===== src/verilog/apcs_pkg.sv =====
// Shared constants and encodings of the pin-driven converter sequencer
package apcs_pkg;

    // ----------------------------------------------------------------
    // Operating modes and output layouts
    // ----------------------------------------------------------------
    typedef enum logic [1:0] {
        APCS_HI_SPEED  = 2'b00,
        APCS_HI_RES    = 2'b01,
        APCS_LOW_POWER = 2'b10,
        APCS_LOW_SPEED = 2'b11
    } apcs_mode_e;

    typedef enum logic [2:0] {
        APCS_SPI_DYN  = 3'b000,
        APCS_SPI_FIX  = 3'b001,
        APCS_SPI_DISC = 3'b010,
        APCS_FRM_DYN  = 3'b011,
        APCS_FRM_FIX  = 3'b100,
        APCS_FRM_DISC = 3'b101,
        APCS_MOD_OUT  = 3'b110,
        APCS_UNUSED   = 3'b111
    } apcs_layout_e;

    // ----------------------------------------------------------------
    // Sizes
    // ----------------------------------------------------------------
    localparam int CHANNELS = 8;
    localparam int WORD_BITS = 24;
    localparam int BUF_DEPTH = 2;
    localparam int CONV_W = 12;
    localparam int SETTLE_W = 8;

    // ----------------------------------------------------------------
    // Master clock cycles per conversion, and rate limits per mode
    // ----------------------------------------------------------------
    localparam int RATIO_HS = 256;
    localparam int RATIO_HR = 512;
    localparam int RATIO_LP = 512;
    localparam int RATIO_LS = 2560;
    localparam int SPS_MAX_HS = 144531;
    localparam int SPS_MAX_LS = 10547;
    localparam int MCLK_MAX_HS_MHZ = 37;
    localparam int MCLK_MAX_MHZ = 27;

    // ----------------------------------------------------------------
    // Latencies in conversions, pulse widths in master clock cycles
    // ----------------------------------------------------------------
    localparam int SETTLE_SPI = 129;
    localparam int SETTLE_FRM = 128;
    localparam int WAKE_SPI = 130;
    localparam int WAKE_FRM = 129;
    localparam int SLEEP_MIN_CYC = 2;
    localparam int RESTART_MIN_CYC = 1;

    // ----------------------------------------------------------------
    // Values after reset
    // ----------------------------------------------------------------
    localparam logic [1:0] MODE_RST = 2'b00;
    localparam logic [2:0] LAYOUT_RST = 3'b000;

endpackage : apcs_pkg


===== src/verilog/apcs_frame_buf.sv =====
// Two-entry frame buffer with valid and ready on both sides
`timescale 1ns/10ps
`default_nettype none
module apcs_frame_buf #(
    parameter int WIDTH = 192,
    parameter int DEPTH = apcs_pkg::BUF_DEPTH
) (
    input wire logic clk,
    input wire logic srst,
    input wire logic in_valid,
    output logic in_ready,
    input wire logic [WIDTH-1:0] in_data,
    output logic out_valid,
    input wire logic out_ready,
    output logic [WIDTH-1:0] out_data
);
    localparam int PW = (DEPTH > 1) ? $clog2(DEPTH) : 1;

    generate
        if (DEPTH < 2 || WIDTH < 1) begin : g_bad
            $error("apcs_frame_buf needs DEPTH >= 2 and WIDTH >= 1");
        end
    endgenerate

    typedef struct packed {
        logic [PW-1:0] wp;
        logic [PW-1:0] rp;
        logic [PW:0] cnt;
        logic in_ready;
        logic out_valid;
    } apcs_buf_s;

    apcs_buf_s s_r;
    apcs_buf_s s_nxt;
    logic [WIDTH-1:0] mem_r [DEPTH];
    logic push;
    logic pop;

    assign push = in_valid && s_r.in_ready;
    assign pop = s_r.out_valid && out_ready;

    function automatic logic [PW-1:0] apcs_inc(input logic [PW-1:0] p);
        return (p == PW'(DEPTH - 1)) ? '0 : p + PW'(1);
    endfunction : apcs_inc

    always_comb begin
        s_nxt = s_r;
        if (push) begin
            s_nxt.wp = apcs_inc(s_r.wp);
        end
        if (pop) begin
            s_nxt.rp = apcs_inc(s_r.rp);
        end
        s_nxt.cnt = s_r.cnt + (PW+1)'(push) - (PW+1)'(pop);
        // Ready is registered from the next count, so it falls in the same cycle the buffer fills
        s_nxt.in_ready = s_nxt.cnt < (PW+1)'(DEPTH);
        s_nxt.out_valid = s_nxt.cnt != '0;
    end

    always_ff @(posedge clk) begin
        if (srst) begin
            s_r <= '{wp: '0, rp: '0, cnt: '0, in_ready: 1'b1, out_valid: 1'b0};
        end else begin
            s_r <= s_nxt;
        end
    end

    always_ff @(posedge clk) begin
        if (push) begin
            mem_r[s_r.wp] <= in_data;
        end
    end

    assign in_ready = s_r.in_ready;
    assign out_valid = s_r.out_valid;
    assign out_data = mem_r[s_r.rp];

endmodule : apcs_frame_buf
`default_nettype wire


===== src/verilog/apcs_sequencer.sv =====
// Mode, restart, channel sleep and output layout sequencing of the converter
//
// Behaviour
// - Mode pins choose conversion ratio per mode.
// - SPI: valid flag high until settled.
// - Frame: lanes low until settled.
// - Frame settling counted on frame strobe edges.
// - Restart low halts and clears counters.
// - Restart sampled on master clock, 1 cycle.
// - SPI: restart forces valid flag high.
// - Frame: restart forces lanes low.
// - One counter and restart for all channels.
// - Two low cycles sleep a channel.
// - All asleep turns biasing off.
// - All asleep forces valid pin high.
// - Woken channel valid after wake latency.
// - Waking leaves running channels undisturbed.
// - Sleeping slot zero, or packed when dynamic.
// - Dynamic frame includes woken channel once valid.
// - Layout pins choose protocol and arrangement.
// - Mode pins watched continuously.
// - Valid flag clears on bit clock fall.
`timescale 1ns/10ps
`default_nettype none
module apcs_sequencer #(
    parameter int N = apcs_pkg::CHANNELS,
    parameter int W = apcs_pkg::WORD_BITS
) (
    input wire logic SYS_CLK,
    input wire logic SRST,
    input wire logic [1:0] MODE,
    input wire logic RESTART_N,
    input wire logic [N-1:0] CHANNEL_SLEEP_N,
    input wire logic [2:0] LAYOUT_SEL,
    input wire logic FRAME_STROBE,
    input wire logic BIT_CLOCK,
    input wire logic [N*W-1:0] SAMPLE_DATA,
    input wire logic SAMPLE_VALID,
    output logic SAMPLE_READY,
    input wire logic [N-1:0] MOD_BITS,
    output logic RESULT_VALID_N,
    output logic RESULT_VALID_OE_N,
    output logic [N-1:0] SERIAL_OUT_LANES,
    output logic BIAS_EN,
    output logic [N-1:0] CHANNEL_READY
);
    localparam int CW = apcs_pkg::CONV_W;
    localparam int SW = apcs_pkg::SETTLE_W;

    generate
        if (N < 1 || N > 8 || W < 2) begin : g_bad
            $error("apcs_sequencer serves 1 to 8 channels of at least 2 bits");
        end
    endgenerate

    // ----------------------------------------------------------------
    // State
    // ----------------------------------------------------------------
    typedef struct packed {
        logic [1:0] mode_m1;
        logic [1:0] mode_s;
        logic [1:0] mode_last;
        logic rst_m1;
        logic rst_s;
        logic [N-1:0] slp_m1;
        logic [N-1:0] slp_s;
        logic [N-1:0] slp_prev;
        logic [2:0] lay_m1;
        logic [2:0] lay_s;
        logic fs_m1;
        logic fs_s;
        logic fs_d;
        logic bc_m1;
        logic bc_s;
        logic bc_d;
        logic [CW-1:0] conv_cnt;
        logic [SW-1:0] glob_cnt;
        logic glob_done;
        logic [N-1:0][SW-1:0] ch_cnt;
        logic [N-1:0] asleep;
        logic [N-1:0] ch_ok;
        logic [N*W-1:0] shreg;
        logic pend;
        logic rv_n;
        logic oe_n;
        logic [N-1:0] lanes;
        logic bias_en;
        logic [N-1:0] ready;
    } apcs_state_s;

    apcs_state_s s_r;
    apcs_state_s s_nxt;

    // ----------------------------------------------------------------
    // Helpers
    // ----------------------------------------------------------------
    function automatic logic [CW-1:0] apcs_ratio(input logic [1:0] m);
        case (apcs_pkg::apcs_mode_e'(m))
            apcs_pkg::APCS_HI_SPEED: return CW'(apcs_pkg::RATIO_HS);
            apcs_pkg::APCS_HI_RES: return CW'(apcs_pkg::RATIO_HR);
            apcs_pkg::APCS_LOW_POWER: return CW'(apcs_pkg::RATIO_LP);
            apcs_pkg::APCS_LOW_SPEED: return CW'(apcs_pkg::RATIO_LS);
            default: return CW'(apcs_pkg::RATIO_HS);
        endcase
    endfunction : apcs_ratio

    // Channel i arrives at d[i*W +: W]; slot j leaves from the top downwards
    function automatic logic [N*W-1:0] apcs_pack(input logic [N*W-1:0] d,
                                                 input logic [N-1:0] ok, input logic dyn);
        logic [N*W-1:0] r;
        int k;
        r = '0;
        k = 0;
        for (int i = 0; i < N; i++) begin
            if (ok[i]) begin
                r[(N-1-(dyn ? k : i))*W +: W] = d[i*W +: W];
                k++;
            end
        end
        return r;
    endfunction : apcs_pack

    function automatic logic [N*W-1:0] apcs_shift(input logic [N*W-1:0] sh,
                                                  input logic disc);
        logic [N*W-1:0] r;
        r = {sh[N*W-2:0], 1'b0};
        if (disc) begin
            for (int i = 0; i < N; i++) begin
                r[i*W +: W] = {sh[i*W +: W-1], 1'b0};
            end
        end
        return r;
    endfunction : apcs_shift

    function automatic logic [N-1:0] apcs_lanes(input logic [N*W-1:0] sh,
                                                input logic disc);
        logic [N-1:0] r;
        r = '0;
        r[0] = sh[N*W-1];
        if (disc) begin
            for (int i = 0; i < N; i++) begin
                r[i] = sh[(N-1-i)*W + W-1];
            end
        end
        return r;
    endfunction : apcs_lanes

    // ----------------------------------------------------------------
    // Decode of synchronised pins
    // ----------------------------------------------------------------
    logic is_spi;
    logic is_frm;
    logic is_mod;
    logic is_dyn;
    logic is_disc;
    logic fs_rise;
    logic bc_fall;
    logic mode_chg;
    logic tick;
    logic load;
    logic buf_take;
    logic buf_valid;
    logic [N*W-1:0] buf_data;
    logic [N-1:0] valid_ch;
    logic [SW-1:0] settle_tgt;
    logic [SW-1:0] wake_tgt;

    always_comb begin
        is_spi = 1'b0;
        is_frm = 1'b0;
        is_mod = 1'b0;
        is_dyn = 1'b0;
        is_disc = 1'b0;
        case (apcs_pkg::apcs_layout_e'(s_r.lay_s))
            apcs_pkg::APCS_SPI_DYN: begin
                is_spi = 1'b1;
                is_dyn = 1'b1;
            end
            apcs_pkg::APCS_SPI_FIX: is_spi = 1'b1;
            apcs_pkg::APCS_SPI_DISC: begin
                is_spi = 1'b1;
                is_disc = 1'b1;
            end
            apcs_pkg::APCS_FRM_DYN: begin
                is_frm = 1'b1;
                is_dyn = 1'b1;
            end
            apcs_pkg::APCS_FRM_FIX: is_frm = 1'b1;
            apcs_pkg::APCS_FRM_DISC: begin
                is_frm = 1'b1;
                is_disc = 1'b1;
            end
            apcs_pkg::APCS_MOD_OUT: is_mod = 1'b1;
            // Code 111 is undefined; the valid pin is disabled, but lane 0 still shifts out data once settled
            default: is_mod = 1'b0;
        endcase
    end

    assign fs_rise = s_r.fs_s && !s_r.fs_d;
    assign bc_fall = s_r.bc_d && !s_r.bc_s;
    assign mode_chg = s_r.mode_s != s_r.mode_last;
    // Frame protocol paces conversions by the strobe, so a strobe-aligned
    // change always sees the same count and an unaligned one may slip by one
    assign tick = s_r.rst_s && (is_frm ? fs_rise
                                : s_r.conv_cnt == apcs_ratio(s_r.mode_s) - CW'(1));
    assign load = tick && buf_valid;
    // Halted conversion flushes stale words instead of stalling the source
    assign buf_take = load || !s_r.rst_s;
    assign valid_ch = ~s_r.asleep & s_r.ch_ok & {N{s_r.glob_done}};
    assign settle_tgt = is_spi ? SW'(apcs_pkg::SETTLE_SPI) : SW'(apcs_pkg::SETTLE_FRM);
    assign wake_tgt = is_spi ? SW'(apcs_pkg::WAKE_SPI) : SW'(apcs_pkg::WAKE_FRM);

    apcs_frame_buf #(
        .WIDTH(N*W),
        .DEPTH(apcs_pkg::BUF_DEPTH)
    ) u_buf (
        .clk(SYS_CLK),
        .srst(SRST),
        .in_valid(SAMPLE_VALID),
        .in_ready(SAMPLE_READY),
        .in_data(SAMPLE_DATA),
        .out_valid(buf_valid),
        .out_ready(buf_take),
        .out_data(buf_data)
    );

    // ----------------------------------------------------------------
    // Next state
    // ----------------------------------------------------------------
    always_comb begin
        s_nxt = s_r;
        s_nxt.mode_m1 = MODE;
        s_nxt.mode_s = s_r.mode_m1;
        s_nxt.rst_m1 = RESTART_N;
        s_nxt.rst_s = s_r.rst_m1;
        s_nxt.slp_m1 = CHANNEL_SLEEP_N;
        s_nxt.slp_s = s_r.slp_m1;
        s_nxt.slp_prev = s_r.slp_s;
        s_nxt.lay_m1 = LAYOUT_SEL;
        s_nxt.lay_s = s_r.lay_m1;
        s_nxt.fs_m1 = FRAME_STROBE;
        s_nxt.fs_s = s_r.fs_m1;
        s_nxt.fs_d = s_r.fs_s;
        s_nxt.bc_m1 = BIT_CLOCK;
        s_nxt.bc_s = s_r.bc_m1;
        s_nxt.bc_d = s_r.bc_s;

        // One counter paces every channel, keeping them aligned
        if (!s_r.rst_s || tick) begin
            s_nxt.conv_cnt = '0;
        end else begin
            s_nxt.conv_cnt = s_r.conv_cnt + CW'(1);
        end

        if (!s_r.rst_s || mode_chg) begin
            s_nxt.glob_cnt = '0;
            s_nxt.glob_done = 1'b0;
            s_nxt.mode_last = s_r.mode_s;
            s_nxt.ch_ok = '1;
        end else if (tick && !s_r.glob_done) begin
            s_nxt.glob_cnt = s_r.glob_cnt + SW'(1);
            s_nxt.glob_done = s_nxt.glob_cnt == settle_tgt;
        end

        for (int i = 0; i < N; i++) begin
            if (!s_r.slp_s[i] && !s_r.slp_prev[i]) begin
                s_nxt.asleep[i] = 1'b1;
                s_nxt.ch_ok[i] = 1'b0;
                s_nxt.ch_cnt[i] = '0;
            end else if (s_r.slp_s[i]) begin
                s_nxt.asleep[i] = 1'b0;
                if (s_r.asleep[i]) begin
                    s_nxt.ch_ok[i] = 1'b0;
                    s_nxt.ch_cnt[i] = '0;
                end else if (tick && !s_r.ch_ok[i]) begin
                    s_nxt.ch_cnt[i] = s_r.ch_cnt[i] + SW'(1);
                    s_nxt.ch_ok[i] = s_nxt.ch_cnt[i] == wake_tgt;
                end
            end
        end

        // Mask from the next state, so the frame that completes settling carries data
        s_nxt.ready = ~s_nxt.asleep & s_nxt.ch_ok & {N{s_nxt.glob_done}};

        // Serialiser: load a frame per conversion, shift on bit clock falls
        s_nxt.pend = 1'b0;
        if (tick) begin
            s_nxt.rv_n = 1'b1;
        end
        if (load) begin
            s_nxt.shreg = apcs_pack(buf_data, s_nxt.ready, is_dyn);
            s_nxt.pend = is_spi;
        end else if (bc_fall) begin
            s_nxt.shreg = apcs_shift(s_r.shreg, is_disc);
            s_nxt.rv_n = 1'b1;
        end
        if (s_r.pend) begin
            s_nxt.rv_n = 1'b0;
        end
        if (!is_spi || !s_r.rst_s || !s_r.glob_done || valid_ch == '0) begin
            s_nxt.rv_n = 1'b1;
        end
        if (&s_r.asleep) begin
            s_nxt.rv_n = 1'b1;
        end
        s_nxt.oe_n = !is_spi;

        if (is_mod) begin
            s_nxt.lanes = MOD_BITS & ~s_r.asleep;
        end else if (!s_r.rst_s || !s_r.glob_done) begin
            s_nxt.lanes = '0;
        end else begin
            s_nxt.lanes = apcs_lanes(s_nxt.shreg, is_disc);
        end

        // Outputs stay driven; only the analog bias follows the sleep state
        s_nxt.bias_en = !(&s_nxt.asleep);
    end

    always_ff @(posedge SYS_CLK) begin
        if (SRST) begin
            s_r <= '0;
            s_r.mode_m1 <= apcs_pkg::MODE_RST;
            s_r.mode_s <= apcs_pkg::MODE_RST;
            s_r.mode_last <= apcs_pkg::MODE_RST;
            s_r.lay_m1 <= apcs_pkg::LAYOUT_RST;
            s_r.lay_s <= apcs_pkg::LAYOUT_RST;
            s_r.rst_m1 <= 1'b1;
            s_r.rst_s <= 1'b1;
            s_r.slp_m1 <= '1;
            s_r.slp_s <= '1;
            s_r.slp_prev <= '1;
            s_r.ch_ok <= '1;
            s_r.rv_n <= 1'b1;
            s_r.bias_en <= 1'b1;
        end else begin
            s_r <= s_nxt;
        end
    end

    assign RESULT_VALID_N = s_r.rv_n;
    assign RESULT_VALID_OE_N = s_r.oe_n;
    assign SERIAL_OUT_LANES = s_r.lanes;
    assign BIAS_EN = s_r.bias_en;
    assign CHANNEL_READY = s_r.ready;

    // ----------------------------------------------------------------
    // Checks
    // ----------------------------------------------------------------
    chk_restart_valid_hi: assert property (@(posedge SYS_CLK) disable iff (SRST)
        (is_spi && !s_r.rst_s) |=> RESULT_VALID_N)
        else $error("valid flag low while restart held");
    chk_restart_lanes_low: assert property (@(posedge SYS_CLK) disable iff (SRST)
        (is_frm && !s_r.rst_s) |=> (SERIAL_OUT_LANES == '0))
        else $error("lanes active while restart held");
    chk_settle_valid_hi: assert property (@(posedge SYS_CLK) disable iff (SRST)
        (is_spi && !s_r.glob_done) |=> RESULT_VALID_N)
        else $error("valid flag low before settling");
    chk_settle_lanes_low: assert property (@(posedge SYS_CLK) disable iff (SRST)
        (is_frm && !s_r.glob_done) |=> (SERIAL_OUT_LANES == '0))
        else $error("lanes active before settling");
    chk_mode_change_resettle: assert property (@(posedge SYS_CLK) disable iff (SRST)
        mode_chg |=> (!s_r.glob_done && s_r.glob_cnt == '0 && !mode_chg))
        else $error("mode change did not restart settling");
    chk_restart_halts: assert property (@(posedge SYS_CLK) disable iff (SRST)
        (!s_r.rst_s ##1 !s_r.rst_s) |-> (s_r.conv_cnt == '0 && !tick))
        else $error("conversion ran during restart");
    chk_sleep_entry: assert property (@(posedge SYS_CLK) disable iff (SRST)
        (!s_r.slp_s[0] && !s_r.slp_prev[0]) |=> (s_r.asleep[0] && !CHANNEL_READY[0]))
        else $error("channel did not sleep after two low cycles");
    chk_all_sleep_valid: assert property (@(posedge SYS_CLK) disable iff (SRST)
        (&s_r.asleep) |=> RESULT_VALID_N)
        else $error("valid flag low with all channels asleep");
    chk_all_sleep_bias: assert property (@(posedge SYS_CLK) disable iff (SRST)
        (&s_r.asleep) |-> !BIAS_EN)
        else $error("bias on with all channels asleep");
    chk_bclk_clears_valid: assert property (@(posedge SYS_CLK) disable iff (SRST)
        (is_spi && !RESULT_VALID_N && bc_fall) |=> RESULT_VALID_N)
        else $error("valid flag not cleared by bit clock fall");

endmodule : apcs_sequencer
`default_nettype wire


===== config.mk =====
export PLATFORM = sky130hd
export DESIGN_NAME = apcs_sequencer
export DESIGN_NICKNAME = d
export VERILOG_FILES = /design/src/verilog/apcs_pkg.sv /design/src/verilog/apcs_frame_buf.sv /design/src/verilog/apcs_sequencer.sv
export SDC_FILE = /design/constraint.sdc
export NUM_CORES = 2
export LEC_CHECK = 0
export ABC_CLOCK_PERIOD_IN_PS = 17600
export BUFFER_PORTS_ARGS = -buffer_cell sky130_fd_sc_hd__buf_4
export CAP_MARGIN = 10
export CORE_MARGIN = 1
export CORE_UTILIZATION = 30
export DETAILED_ROUTE_END_ITERATION = 10
export GPL_TIMING_DRIVEN = 0
export PLACE_DENSITY = 0.47
export SLEW_MARGIN = 15
export SYNTH_ARGS = -nofsm -noshare
export SYNTH_HDL_FRONTEND = slang
export SYNTH_SLANG_ARGS = --single-unit

===== constraint.sdc =====
create_clock -name SYS_CLK -period 17.6 [get_ports SYS_CLK]
set_input_delay 0 -clock SYS_CLK [delete_from_list [all_inputs] [get_ports SYS_CLK]]
set_output_delay 0 -clock SYS_CLK [all_outputs]
set_load 0.01 [all_outputs]

Yosys cells after proc, flatten, opt, wreduce, memory -nomap -nowiden
Memory sizes are Yosys's and may differ from the RTL's. A register that Yosys moved wholly into a read port is not among the register bits. Index checks and enable logic that the tools add are counted.

Word-level logic and storage cells: 363. Input port bits: 219. RAM bits: 384. Memories kept: 1. Register bits after elaboration: 363. Output and inout port bits: 20.

Memory list: u_buf.mem_r (words 2, bits a word 192, read ports 1, clocked after Yosys merged registers in 1, wr ports 1, RTL line apcs_frame_buf.sv:35) `logic [WIDTH-1:0] mem_r [DEPTH];`.

Mux-type cells: 135. Reduce and logical (&&, ||, !) cells: 100. Bitwise gates (word level): 8. Multiply operators: 7. Shifts and indexed selects: 14. Equal/unequal tests: 20. $lt $le $gt $ge: 1. Add/subtract/negate cells: 35.

Operators with widths (number): two-way mux 192 bit (17); bitwise mux 192 bit (7); variable shift 24 x 33 -> 192 bit, first input constant (7); indexed part select 24 x 33 -> 192 bit (7); two-way mux 32 bit (20); negator 32 -> 33 bit (7); multiplier 32 x 3 -> 29 bit, second input constant (7); subtractor 4 x 32 -> 32 bit, first input constant (7); adder 32 x 2 -> 32 bit, second input constant (6); two-way mux 169 bit (1); two-way mux 8 bit (20); adder 8 x 1 -> 8 bit, second input constant (9); == test 8 bit (9); two-way mux 1 bit (68); AND 8 bit (5); case mux 12 bit (3 select lines) (1); zero test 1 bit (30); OR reduction 2 bit (14); logical AND 1 bit (23); nonzero test 2 bit (10); inverter 8 bit (2); AND reduction 2 bit (8); AND reduction 8 bit (2); adder 12 x 1 -> 12 bit, second input constant (1); 19 further kinds (32).

Depth between registers and ports, before layout
Depth in word-level cells: 45. Gate-level depth with buffers: 58. Mapped depth without buffers: 49.

Cells and area by module
Synthesis repeated with hierarchy kept, for this count alone.

Cell total of the unflattened synthesis: 6700. Area, all modules: 54916.4 um2.

Modules (own cells, without submodules): apcs_sequencer (area an instance 40840.4 um2, cells an instance 6076, times used 1, sequential area each 7146.9 um2); apcs_frame_buf (area an instance 14076.0 um2, cells an instance 624, times used 1, sequential area each 11671.2 um2).

Worst setup path after synthesis
No wires, ideal clock.

Path kind: flip-flop to flip-flop. From: register s_r[301] in the netlist's numbering. To: register s_r[42] in the netlist's numbering. Buffers on the path: 8. Period minus slack after synthesis: 12.314 ns. Stages on the path, launching flop included: 57. Slack: 5.286 ns. Arrival: 12.200 ns. Setup time: 0.115 ns. Data required time: 17.485 ns. Cell sequence: dfxtp_1 -> ha_1 -> nand3_2 -> or3_4 -> o31ai_4 -> a41oi_2 -> nor2_1 -> clkbuf_1 -> clkbuf_1 -> nand2_1 -> ha_1 -> inv_1 -> clkbuf_1 -> nand3_1 -> clkbuf_1 -> nand2_1 -> ha_1 -> nand3_1 -> [... 21 more ...] -> a21o_1 -> inv_1 -> ha_1 -> or3_1 -> mux2i_1 -> and3_1 -> o21ai_0 -> or4b_1 -> a2111oi_0 -> a211oi_1 -> or4_4 -> or3_4 -> or4b_1 -> clkbuf_2 -> a221o_1 -> a21oi_1 -> nor3_1 -> o21a_1.

Longest elaborated chain between the ends: 38. Elaborated cells on any way between the ends: 133. Those cells by class: 20 x add/sub; 7 x mul; 1 x eq/ne; 14 x shift; 77 x mux; 2 x bitwise; 12 x reduce/logical.

Ends and longest elaborated chain: start, declared (RTL line apcs_sequencer.sv:91) `apcs_state_s s_r;`; start signal, assigned (RTL line apcs_sequencer.sv:337) `s_r <= s_nxt;`; == test 12 bit * (RTL line apcs_sequencer.sv:205) `: s_r.conv_cnt == apcs_ratio(s_r.mode_s) - CW'(1));`; two-way mux 1 bit * (RTL line apcs_sequencer.sv:204) `assign tick = s_r.rst_s && (is_frm ? fs_rise`; logical AND 1 bit * (RTL line apcs_sequencer.sv:204); logical AND 1 bit (RTL line apcs_sequencer.sv:275) `end else if (tick && !s_r.ch_ok[i]) begin`; two-way mux 1 bit (RTL line apcs_sequencer.sv:275); two-way mux 1 bit (RTL line apcs_sequencer.sv:272) `if (s_r.asleep[i]) begin`; two-way mux 1 bit (RTL line apcs_sequencer.sv:270) `end else if (s_r.slp_s[i]) begin`; two-way mux 1 bit (RTL line apcs_sequencer.sv:266) `if (!s_r.slp_s[i] && !s_r.slp_prev[i]) begin`; [... 22 more ...]; two-way mux 32 bit (tied with other cells) (RTL line apcs_sequencer.sv:116) `r[(N-1-(dyn ? k : i))*W +: W] = d[i*W +: W];`; subtractor 4 x 32 -> 32 bit (tied with other cells) (RTL line apcs_sequencer.sv:116); multiplier 32 x 3 -> 29 bit or bitwise mux 192 bit (tied branches) (RTL line apcs_sequencer.sv:116); negator 32 -> 33 bit or two-way mux 192 bit (tied branches) (RTL line apcs_sequencer.sv:116, apcs_sequencer.sv:115); indexed part select 24 x 33 -> 192 bit (tied with other cells) (RTL line apcs_sequencer.sv:116); bitwise mux 192 bit (RTL line apcs_sequencer.sv:116); two-way mux 192 bit (RTL line apcs_sequencer.sv:115) `if (ok[i]) begin`; two-way mux 192 bit (RTL line apcs_sequencer.sv:290) `if (load) begin`.

Every way passes the cells marked *; elsewhere a longest branch is shown, timed or not. The select of a mux whose other input is x is not followed. A chain may end at the register's enable or synchronous reset.

Worst setup path in the final report
From: register s_r[320] in the netlist's numbering. To: register s_r[44] in the netlist's numbering.

Longest elaborated chain between the ends: 40. Elaborated cells on any way between the ends: 159. Those cells by class: 20 x add/sub; 7 x mul; 14 x eq/ne; 14 x shift; 85 x mux; 2 x bitwise; 17 x reduce/logical.

Ends and longest elaborated chain: parallel branches: the longest is 40 deep, another holds == test 8 bit.

Several ways; the timed one is not identified. The select of a mux whose other input is x is not followed.

==> results.ini <==
[clocking]
cts_buffer_depth=3
numCtsBuffers=88
clkSinkCount=748
cts_htree_levels=3
path_clk_slew_ns=0.06
clock-root-buffer=clkbuf_16
cts_tree=yes
insertion_delay_ns=0.79

[final_layout]
fillers=18845
finalInstanceArea_mm2=0.0677
final_nets=7877
fin_util_pct=37.8
area_growth_pct=24.4
multi_input_area_mm2=0.0340
seq_area_mm2=0.0188
drive_gt1_share_pct=10.9

[die]
placement_rows=155
die_height_um=428
fp.dieW_um=428
ios=239
initial_core_util_pct=30.3
dieArea_mm2=0.183
coreArea_mm2=0.179

[logic_synthesis]
synth-seq-area-share_pct=34.6
postSynthAreaPerCell_um2=8.08
synthCells=6730
ys.flop_type=edfxtp_1
synthArstFlopShare_pct=0
synth_area_mm2=0.0544
synth-seq-cells=748
synth_cell_types=104
ys_warn_count=0
synth_edf_count=384

[global_routing]
global_route.overflow_total=0
grt_pass1_vias=57898
grt_max_degree=52
grt_pass1_wl_um=508000
antenna_found_initial=36
grt_usage_pct=40.8

[timing]
setup_viol=0
max_freq_ghz=0.0573
tightest_slew_ns=1.42
post-route-period-util_pct=99.1
rsz0062_at_grt=false
finalHoldViolCount=0
clock_skew_ns=0.0676
min_period_ns=17.44
finalMaxSlewViolations=0
slew_headroom_pct=5.14

[flow_run]
maxCapViolations=0

[route]
drt_iter0_drc=9301
wl_per_cell_um=38.7
dr.pass1.iters=9
ant_nets=0
drc=0
vias=63068
via_per_inst=6.32
wirelength_um=386000

[setup_path]
crit_required_ns=18.29
cpMostUsedCell=ha_1
cp_slowest_stage_delay_ns=0.99
crit_fanout=11
cpLargestDelayFamily=simple AND/OR/NAND/NOR gates
crit_slowest_cell=o211ai_1
cp_num_buf_inv=13
r2r_slack_ns=0.16
start_kind=flip-flop
worst_setup_path_end_kind=flip-flop
worstPathArrival_ns=18.13
critical_path_class=reg -> reg

[status]
status=finished, final reports clean

[placement]
placed_area_mm2=0.0602
hpwl_um=320000
gp_routability_congestion=1.16
io_buffers=238

[power_and_ir_drop]
max-vdd-ir-drop_mv=0.0714
cellPowerDensity_mw_per_mm2=85.9
cellLeakagePower_nw=23.4
p_total_mw=5.81

[min_path]
hold_path_class=in -> reg

cells by family (layout without fill, tap and decap cells):
group                      after synthesis  in the layout  synth area share, %
DFF                                    748            748                 34.6
and+or+nand+nor                       2542           2542                 21.7
adders and majority gates              113            113                 2.66
muxes                                  534            534                 10.3
AOI/OAI and AO/OA                     2114           2114                 24.8
other                                    2             29               0.0138
xor gates and xnor gates               113            113                 1.83
buffers and inverters                  564           1435                 4.05
report_power, final:
part / leakage (nW) / switching (mW) / total, mW / internal, mW
clock network: 1.41 / 0.813 / 1.91 / 1.10
registers: 6.53 / 0.0400 / 2.03 / 1.99
logic: 15.5 / 1.42 / 1.87 / 0.443
synthesized netlist by cell type (96+ instances only):
cell type  instances  share of area (%)
nand2_1          861                5.9
nor2_1           637                4.4
a21oi_1          585                5.4
o21ai_0          422                3.9
mux2i_1          398                7.3
edfxtp_1         384                 21
clkbuf_1         381                2.6
dfxtp_1          364                 13
nand3_1          254                2.3
nor3_1           228                2.1
o22ai_1          197                2.3
o211ai_1         136                1.9
mux2_2           126                2.6
ha_1             109                2.5
a31oi_1          106                1.2
and3_1            96                1.1
state kept, by name (all words and copies together) (netlist names), named ones only:
register / flops
RESULT_VALID_N: 1
BIAS_EN: 1
u_buf.s_r: 4
CHANNEL_READY: 8
u_buf.out_valid: 1
u_buf.in_ready: 1
s_r: 312
SERIAL_OUT_LANES: 8
s_nxt: 26
u_buf.mem_r: 384
RESULT_VALID_OE_N: 1
worst register-to-register path, delay by kind of cell (launching register included):
kind            cells  cell delay [ns]
mux                 1             0.30
flops               1             0.45
fa+ha+maj           8             2.56
compound gates     15             5.15
simple gates       17             5.34
buf+inv            13             3.63
layout make-up:
class,instances,share of cell area (%)
diodes,15,0.0555
repair buffers,716,9.92
plain buffers,460,2.75
well taps,2355,4.36
inverters,101,0.566
clock buffers,116,3.56
multi-input cells,5430,50.2
clock inverters,42,0.749
flip-flops and latches,748,27.8
path summary, 6_finish.rpt:
kind	startpoint	end	depth (start not counted)
hold / removal	SAMPLE_DATA[65]	u_buf.mem_r[0][65]$_DFFE_PP_	2
setup reg to reg	s_r[320]$_SDFF_PP0_	s_r[44]$_SDFFE_PP0P_	54
hold reg to reg	s_nxt[339]$_SDFF_PP1_	s_nxt[331]$_SDFF_PP1_	1
setup / recovery	s_r[320]$_SDFF_PP0_	s_r[44]$_SDFFE_PP0P_	54
placed cells by master, fill, tap and decap left out, drive strengths merged, types with 29 or more instances in the layout:
master and instances:
a31oi 106, nor2 637, ha 109, mux2 127, edfxtp 384, dlygate4sd3 418
a21o 29, dfxtp 364, clkbuf 498, o22ai 197, nand2 862, mux2i 399
nand2b 39, or2 52, o31ai 63, and2 55, nand3b 33, and3 96
a311oi 39, o211ai 137, o21ai 441, o221ai 36, a21oi 587, xnor2 74
a211oi 93, nor3 232, a22oi 66, clkinv 29, xor2 39, nor2b 43
nand4 58, buf 376, or3 76, nor4 38, inv 99, o21a 41
nand3 255
metal layers:
layer / track usage [%] / part of all wire (%) / vias up
met5: 0.0781 / 0.080 / -
met1: 55.0 / 43 / 31429
met4: 20.4 / 6.0 / 16
met2: 56.9 / 40 / 3943
li1: - / - / 26982
met3: 14.5 / 12 / 698
metrics by stage:
stage                     setup WS [ns]  cells  TNS (ns)  hold WS, ns
after floorplan                    5.29   6742         0       0.0787
after global placement            -4.16   9335   -515.26        0.185
after detailed placement          -3.44   9387   -482.06        0.188
after CTS                        0.0139   9964         0     0.000150
after global routing             0.0194   9970         0       0.0509
final                             0.155   9983         0       0.0264
timing repair:
action / CTS / global route
gates resized for setup: 23 / 40
buffers inserted: 3 / 3
endpoints found under the hold margin: 469 / 0
hold buffers: 418 / 0
setup endpoints to repair: 200 / 193
pin swaps: 3 / 4
Note: power is estimated with default switching activity, not from simulation.
